<file path="config.mk">
export PLATFORM = sky130hd
export DESIGN_NAME = vrl_ladder_ctrl
export DESIGN_NICKNAME = d
export VERILOG_FILES = /design/src/hdl/vrl_pkg.sv /design/src/hdl/vrl_tap_select.sv /design/src/hdl/vrl_ladder_ctrl.sv
export VERILOG_INCLUDE_DIRS = /design/src /design/src/hdl
export SDC_FILE = /design/constraint.sdc
export NUM_CORES = 1
export LEC_CHECK = 0
export ABC_AREA = 1
export BUFFER_PORTS_ARGS = -buffer_cell sky130_fd_sc_hd__buf_2
export CORE_ASPECT_RATIO = 1.2
export CORE_MARGIN = 8
export CORE_UTILIZATION = 37
export CTS_CLUSTER_SIZE = 20
export DETAILED_ROUTE_END_ITERATION = 7
export PLACE_DENSITY = 0.6
export REMOVE_ABC_BUFFERS = 1
export SYNTH_ARGS = -nofsm -noshare
export SYNTH_HDL_FRONTEND = slang
export SYNTH_HIERARCHICAL = 1
export SYNTH_SLANG_ARGS = --single-unit
</file>
<file path="constraint.sdc">
create_clock -name clock -period 2.6 [get_ports clock]
set_clock_uncertainty 0.2 [all_clocks]
set_input_delay 0 -clock clock [delete_from_list [all_inputs] [get_ports clock]]
set_output_delay 0 -clock clock [all_outputs]
set_load 0.01 [all_outputs]
</file>
<file path="src/hdl/vrl_params.svh">
// offsets, field positions, reset values and tap constants for the ladder control
// assumes inclusion by the ladder control design files and the bench
`ifndef VRL_PARAMS_SVH
`define VRL_PARAMS_SVH
`define VRL_CTRL_OFFSET 32'h0000_0000
`define VRL_MODE_OFFSET 32'h0000_0004
`define VRL_STAT_OFFSET 32'h0000_0008
`define VRL_CTRL_RESET 8'h00
`define VRL_MODE_RESET 3'h7
`define VRL_BIT_ENABLE 7
`define VRL_BIT_PIN_OE 6
`define VRL_BIT_RANGE 5
`define VRL_BIT_SOURCE 4
`define VRL_LEVEL_MSB 3
`define VRL_LEVEL_LSB 0
`define VRL_MODE_MUX4 3'h6
`define VRL_HIGH_DEN 6'h18
`define VRL_LOW_DEN 6'h20
`define VRL_LOW_BASE 5'h08
`endif

</file>
<file path="src/hdl/vrl_pkg.sv">
// types shared by the ladder control files
// assumes the params header is included where offsets are needed
package vrl_pkg;
  typedef enum logic [1:0] {
    VRL_RD_IDLE,
    VRL_RD_RESP
  } vrl_rd_state_t;
  typedef enum logic [1:0] {
    VRL_WR_IDLE,
    VRL_WR_RESP
  } vrl_wr_state_t;
  typedef logic [3:0] vrl_level_t;
endpackage

</file>
<file path="src/hdl/vrl_tap_select.sv">
// maps level code and range onto one of 32 ladder taps
// assumes registered control fields from the main module
`timescale 1ns/1ps
`include "vrl_params.svh"
module vrl_tap_select (
  input wire logic clock,
  input wire logic sys_rst,
  input wire logic clk_en,
  input wire logic range_select,
  input wire vrl_pkg::vrl_level_t level_code,
  output logic [4:0] tap_reg,
  output logic [5:0] tap_den_reg
);
  // range 1, the high range: code/24; range 0, the low range: (8+code)/32
  always_ff @(posedge clock or posedge sys_rst) begin
    if (sys_rst) begin
      tap_reg <= `VRL_LOW_BASE;
      tap_den_reg <= `VRL_LOW_DEN;
    end else if (clk_en) begin
      if (range_select) begin
        tap_reg <= {1'b0, level_code};
        tap_den_reg <= `VRL_HIGH_DEN;
      end else begin
        tap_reg <= `VRL_LOW_BASE + {1'b0, level_code};
        tap_den_reg <= `VRL_LOW_DEN;
      end
    end
  end
endmodule

</file>
<file path="src/hdl/vrl_ladder_ctrl.sv">
// AXI4-Lite controlled resistor-ladder reference control
// assumes one clock, an AXI4-Lite master, and analog switches driven by the outputs
//
// Decided for this implementation: register access over AXI4-Lite and the address map.
`timescale 1ns/1ps
`include "vrl_params.svh"
module vrl_ladder_ctrl (
  input wire logic clock,
  input wire logic sys_rst,
  input wire logic clk_en,
  input wire logic sleep_wake,
  input wire logic [31:0] s_axi_awaddr,
  input wire logic s_axi_awvalid,
  output logic s_axi_awready,
  input wire logic [31:0] s_axi_wdata,
  input wire logic [3:0] s_axi_wstrb,
  input wire logic s_axi_wvalid,
  output logic s_axi_wready,
  output logic [1:0] s_axi_bresp,
  output logic s_axi_bvalid,
  input wire logic s_axi_bready,
  input wire logic [31:0] s_axi_araddr,
  input wire logic s_axi_arvalid,
  output logic s_axi_arready,
  output logic [31:0] s_axi_rdata,
  output logic [1:0] s_axi_rresp,
  output logic s_axi_rvalid,
  input wire logic s_axi_rready,
  output logic ladder_power_enable,
  output logic pin_output_enable,
  output logic source_select,
  output logic range_select,
  output logic [3:0] level_code,
  output logic [4:0] ladder_tap,
  output logic [5:0] ladder_den,
  output logic comparator_ref_select
);
  logic [7:0] reference_control_reg;
  logic [2:0] comparator_mode_code_reg;
  logic [31:0] awaddr_reg;
  logic [31:0] wdata_reg;
  logic [3:0] wstrb_reg;
  logic aw_held_reg;
  logic w_held_reg;
  vrl_pkg::vrl_wr_state_t wr_state_reg;
  vrl_pkg::vrl_rd_state_t rd_state_reg;
  logic do_write;
  logic [31:0] wr_addr;
  logic [31:0] wr_data;
  logic [3:0] wr_strb;
  logic [2:0] wake_sync_reg;
  logic wake_level_reg;
  logic wake_prev_reg;

  function automatic logic [1:0] decode_addr(input logic [31:0] addr);
    if (addr[31:2] == `VRL_CTRL_OFFSET >> 2) begin
      decode_addr = 2'h1;
    end else if (addr[31:2] == `VRL_MODE_OFFSET >> 2) begin
      decode_addr = 2'h2;
    end else if (addr[31:2] == `VRL_STAT_OFFSET >> 2) begin
      decode_addr = 2'h3;
    end else begin
      decode_addr = 2'h0;
    end
  endfunction

  // address and data captured in either order
  always_comb begin
    wr_addr = aw_held_reg ? awaddr_reg : s_axi_awaddr;
    wr_data = w_held_reg ? wdata_reg : s_axi_wdata;
    wr_strb = w_held_reg ? wstrb_reg : s_axi_wstrb;
    do_write = (wr_state_reg == vrl_pkg::VRL_WR_IDLE) &&
      (aw_held_reg || s_axi_awvalid) && (w_held_reg || s_axi_wvalid);
  end

  always_ff @(posedge clock or posedge sys_rst) begin
    if (sys_rst) begin
      aw_held_reg <= 1'b0;
      awaddr_reg <= 32'h0000_0000;
      s_axi_awready <= 1'b0;
    end else if (clk_en) begin
      s_axi_awready <= 1'b0;
      if (do_write) begin
        aw_held_reg <= 1'b0;
      end else if (s_axi_awvalid && !aw_held_reg && !s_axi_awready &&
                   wr_state_reg == vrl_pkg::VRL_WR_IDLE) begin
        aw_held_reg <= 1'b1;
        awaddr_reg <= s_axi_awaddr;
        s_axi_awready <= 1'b1;
      end
      if (do_write && !aw_held_reg) begin
        s_axi_awready <= 1'b1;
      end
    end
  end

  always_ff @(posedge clock or posedge sys_rst) begin
    if (sys_rst) begin
      w_held_reg <= 1'b0;
      wdata_reg <= 32'h0000_0000;
      wstrb_reg <= 4'h0;
      s_axi_wready <= 1'b0;
    end else if (clk_en) begin
      s_axi_wready <= 1'b0;
      if (do_write) begin
        w_held_reg <= 1'b0;
      end else if (s_axi_wvalid && !w_held_reg && !s_axi_wready &&
                   wr_state_reg == vrl_pkg::VRL_WR_IDLE) begin
        w_held_reg <= 1'b1;
        wdata_reg <= s_axi_wdata;
        wstrb_reg <= s_axi_wstrb;
        s_axi_wready <= 1'b1;
      end
      if (do_write && !w_held_reg) begin
        s_axi_wready <= 1'b1;
      end
    end
  end

  // write response
  always_ff @(posedge clock or posedge sys_rst) begin
    if (sys_rst) begin
      wr_state_reg <= vrl_pkg::VRL_WR_IDLE;
      s_axi_bvalid <= 1'b0;
      s_axi_bresp <= 2'h0;
    end else if (clk_en) begin
      case (wr_state_reg)
        vrl_pkg::VRL_WR_IDLE: begin
          if (do_write) begin
            s_axi_bvalid <= 1'b1;
            s_axi_bresp <= (decode_addr(wr_addr) == 2'h1 ||
                            decode_addr(wr_addr) == 2'h2) ? 2'h0 : 2'h2;
            wr_state_reg <= vrl_pkg::VRL_WR_RESP;
          end
        end
        vrl_pkg::VRL_WR_RESP: begin
          if (s_axi_bready) begin
            s_axi_bvalid <= 1'b0;
            wr_state_reg <= vrl_pkg::VRL_WR_IDLE;
          end
        end
        default: begin
          wr_state_reg <= vrl_pkg::VRL_WR_IDLE;
        end
      endcase
    end
  end

  // control register; sleep_wake has no effect on it
  always_ff @(posedge clock or posedge sys_rst) begin
    if (sys_rst) begin
      reference_control_reg <= `VRL_CTRL_RESET;
    end else if (clk_en) begin
      if (do_write && decode_addr(wr_addr) == 2'h1 && wr_strb[0]) begin
        reference_control_reg <= wr_data[7:0];
      end
    end
  end

  // wake pin synchroniser; a change counts once the last two stages agree
  always_ff @(posedge clock or posedge sys_rst) begin
    if (sys_rst) begin
      wake_sync_reg <= 3'h0;
      wake_level_reg <= 1'b0;
      wake_prev_reg <= 1'b0;
    end else if (clk_en) begin
      wake_sync_reg <= {wake_sync_reg[1:0], sleep_wake};
      if (wake_sync_reg[1] == wake_sync_reg[2]) begin
        wake_level_reg <= wake_sync_reg[2];
      end
      wake_prev_reg <= wake_level_reg;
    end
  end

  // comparator mode code held for reference routing only
  always_ff @(posedge clock or posedge sys_rst) begin
    if (sys_rst) begin
      comparator_mode_code_reg <= `VRL_MODE_RESET;
    end else if (clk_en) begin
      if (do_write && decode_addr(wr_addr) == 2'h2 && wr_strb[0]) begin
        comparator_mode_code_reg <= wr_data[2:0];
      end
    end
  end

  // read channel
  always_ff @(posedge clock or posedge sys_rst) begin
    if (sys_rst) begin
      rd_state_reg <= vrl_pkg::VRL_RD_IDLE;
      s_axi_arready <= 1'b0;
      s_axi_rvalid <= 1'b0;
      s_axi_rdata <= 32'h0000_0000;
      s_axi_rresp <= 2'h0;
    end else if (clk_en) begin
      s_axi_arready <= 1'b0;
      case (rd_state_reg)
        vrl_pkg::VRL_RD_IDLE: begin
          if (s_axi_arvalid) begin
            s_axi_arready <= 1'b1;
            s_axi_rvalid <= 1'b1;
            s_axi_rresp <= 2'h0;
            rd_state_reg <= vrl_pkg::VRL_RD_RESP;
            case (decode_addr(s_axi_araddr))
              2'h1: s_axi_rdata <= {24'h00_0000, reference_control_reg};
              2'h2: s_axi_rdata <= {29'h0000_0000, comparator_mode_code_reg};
              2'h3: s_axi_rdata <= {31'h0000_0000, comparator_ref_select};
              default: begin
                s_axi_rdata <= 32'h0000_0000;
                s_axi_rresp <= 2'h2;
              end
            endcase
          end
        end
        vrl_pkg::VRL_RD_RESP: begin
          if (s_axi_rready) begin
            s_axi_rvalid <= 1'b0;
            rd_state_reg <= vrl_pkg::VRL_RD_IDLE;
          end
        end
        default: begin
          rd_state_reg <= vrl_pkg::VRL_RD_IDLE;
        end
      endcase
    end
  end

  // field outputs, independent of comparator mode, plus comparator_ref_select decoded from the mode code
  always_ff @(posedge clock or posedge sys_rst) begin
    if (sys_rst) begin
      ladder_power_enable <= 1'b0;
      pin_output_enable <= 1'b0;
      source_select <= 1'b0;
      range_select <= 1'b0;
      level_code <= 4'h0;
      comparator_ref_select <= 1'b0;
    end else if (clk_en) begin
      ladder_power_enable <= reference_control_reg[`VRL_BIT_ENABLE];
      pin_output_enable <= reference_control_reg[`VRL_BIT_PIN_OE];
      source_select <= reference_control_reg[`VRL_BIT_SOURCE];
      range_select <= reference_control_reg[`VRL_BIT_RANGE];
      level_code <= reference_control_reg[`VRL_LEVEL_MSB:`VRL_LEVEL_LSB];
      comparator_ref_select <= (comparator_mode_code_reg == `VRL_MODE_MUX4);
    end
  end

  vrl_tap_select u_tap (
    .clock(clock),
    .sys_rst(sys_rst),
    .clk_en(clk_en),
    .range_select(reference_control_reg[`VRL_BIT_RANGE]),
    .level_code(reference_control_reg[`VRL_LEVEL_MSB:`VRL_LEVEL_LSB]),
    .tap_reg(ladder_tap),
    .tap_den_reg(ladder_den)
  );
endmodule

</file>
==> reports/metrics.cfg <==
[outcome]
outcome = complete, no violations

[sta]
timing.final.max_slew_violations = 0
final.period_utilization_pct = 94.3
worst_pin_slew_ps = 614
finalCriticalPeriod_ps = 2450
hold_viol = 0
finalSetupTns_ps = 0
setup_violations = 0
rsz0062_at_grt = false
timing.fmax_mhz = 408
slew_headroom_pct = 59.0

[logic_synthesis]
synth_top_area_share_pct = 45.1
synth.area.top_cells = dfrtp_1 (45%), nand2_1 (17%), buf_4 (5.7%)
yosysSeqAreaShare_pct = 48.2
synth_enable_flop_cells = 0
synth_ff_type = dfrtp_1
ys_ff_latch = 83
yosys.area.top_type = dfrtp_1
syn_inst = 574
yosys_warnings = 6
ys_async_sr_fraction_pct = 100
syn-cell-area_sq_um = 4330
ys_types = 30
postSynthAreaPerCell_sq_um = 7.54

[placed_design]
hpwl_mm = 8.32
dp.cells = 825
place.gp.congestion = 0.802
port_buffers = 108

[cts]
cts_max_level = 3
post_cts_buffers = 0
clock_latency_ps = 330
clock-sinks = 83
cts_inserted_buffers = 9
cts-root-buf = clkbuf_16
cts_buffer_depth = 2
clkTransAtPathRegs_ps = 60
cts_tree = built

[finish]
nets = 839
fin_cells = 891
area_delta_synth_final_pct = 33.1
largest_reg_flops = 30
drive_gt1_share_pct = 20.2
diodes = 0
utilization_pct = 50.2

[setup_path]
r2r_slack_ps = 150
worstSetupEndpointType = flop
cp-start-kind = flop
worstPathMaxFanout = 19
cp.required_ps = 2670
crit_type = reg2reg
cp.arrival_ps = 2520

[routing]
wl_per_cell_microns = 12.6
drt_iter0_markers = 149
dr.pass1.iters = 4
via_count = 3961
ant_nets = 0
drt-vias-per-instance = 4.45
drt-total-wl_mm = 11.2
drc_errors = 0

[grt]
grt_use_total_pct = 14.8
grt_pass1_vias = 3979
antenna_found_initial = 0
grt_first_pass_wirelength_mm = 18.5
grt_max_degree = 46
overflow = 0

[floorplanning]
dieArea_sq_um = 15400
die_height_microns = 134
die_width_microns = 115
io_pins = 170
num_rows = 43
start_util_pct = 37.7
core-area_sq_um = 11500

[min_path]
hold_class = in2reg

[power]
powerDensity_nw_per_um2 = 789
ir_drop_mv = 0.450
p_leak_nw = 3.14
total_power_mw = 4.55

[job]
drv_cap = 0

==> where the power goes <==
group          leakage, nW  internal (mW)  switching, mW
clock                0.179           1.04          0.507
sequential            1.07           1.62          0.274
combinational         1.89          0.464          0.635
==> what timing repair did <==
item | in CTS | in global routing
hold endpoints to repair | 100 | 0
hold buffers | 50 | 0
endpoints found under the setup margin | 0 | 1
gates resized for setup | 0 | 1
==> layer usage <==
layer / global-route usage (%) / vias to the layer above / routed length, microns
met5: 0 / - / 0
met4: 4.46 / 0 / 72
met3: 4.50 / 6 / 916
met2: 26.7 / 127 / 5700
met1: 16.2 / 1790 / 4500
li1: - / 2038 / -
==> per-stage QoR <==
stage | hold slack [ps] | worst slack [ps] | instance area [sq um]
after floorplan | -398 | 105 | 4100
after global placement | -250 | 525 | 4890
after detailed placement | -235 | 481 | 4890
after CTS | 10.2 | 120 | 5760
after global routing | 41.8 | 13.2 | 5760
final | 14.2 | 149 | 5760
==> critical path, stage by stage, from the launching register on <==
cell	delay [ps]
dfrtp_2	520
inv_1	120
nand3_1	100
dlygate4sd3_1	600
o311ai_1	250
dlygate4sd3_1	600
==> area by class of cell <==
class / count / area, sq um
timing repair buffer: 164 / 1100
multi-input combinational: 403 / 1760
inverter: 68 / 255
fill: 1126 / 5700
sequential: 83 / 2080
tap: 157 / 196
clock inverter: 6 / 136
clock buffer: 10 / 229
==> Yosys cell counts, drive strengths merged, types with 2 or more instances <==
master / count
a21oi: 2
dfstp: 5
inv: 67
conb: 2
o21ai: 48
nor2: 63
nand2: 201
dfrtp: 78
buf: 42
clkbuf: 5
nand3: 39
nand4: 11
and2: 2
==> final timing paths <==
kind	start	to	cells after the start
max	w_held_reg$_DFFE_PP0P_	s_axi_wready$_DFFE_PP0P_	5
min	s_axi_awvalid	s_axi_bresp[1]$_DFFE_PP0P_	6
max reg2reg	w_held_reg$_DFFE_PP0P_	s_axi_wready$_DFFE_PP0P_	5
min reg2reg	u_tap/tap_den_reg[5]$_DFFE_PP1P_	u_tap/tap_den_reg[5]$_DFFE_PP1P_	2
max in group asynchronous	sys_rst	w_held_reg$_DFFE_PP0P_	4
min in group asynchronous	sys_rst	level_code[3]$_DFFE_PP0P_	3
==> layout by cell type, fill, tap and decap left out <==
cell type      count
clkinv_1           1
nor2_2             1
buf_4              5
a31oi_1            1
buf_2            108
o211ai_1           1
conb_1            29
ha_1               1
nand2_1          199
or2_1              1
o21ai_0           21
nor3_1             1
inv_2              4
inv_1             63
dlygate4sd3_1     50
o21ai_1           27
nor2_4             3
and2_0             2
inv_8              1
dfstp_2            5
bufinv_16          4
clkbuf_16          9
nand2_2            2
nand3_4            2
clkinv_2           1
nor4_4             1
o311ai_1           1
dfrtp_2            1
a21oi_1            2
o41ai_1            1
dfrtp_1           77
buf_12             1
nand4_1           11
nand3_1           37
clkbuf_1           1
nor2_1            59
==> cells by family after synthesis <==
group,share of synthesized area (%)
fa+ha+maj,0.289
flops,48.2
buf+inv,13.5
simple gates,31.3
compound gates,6.51
other cells,0.174
Power figures use the tool's default switching activity.
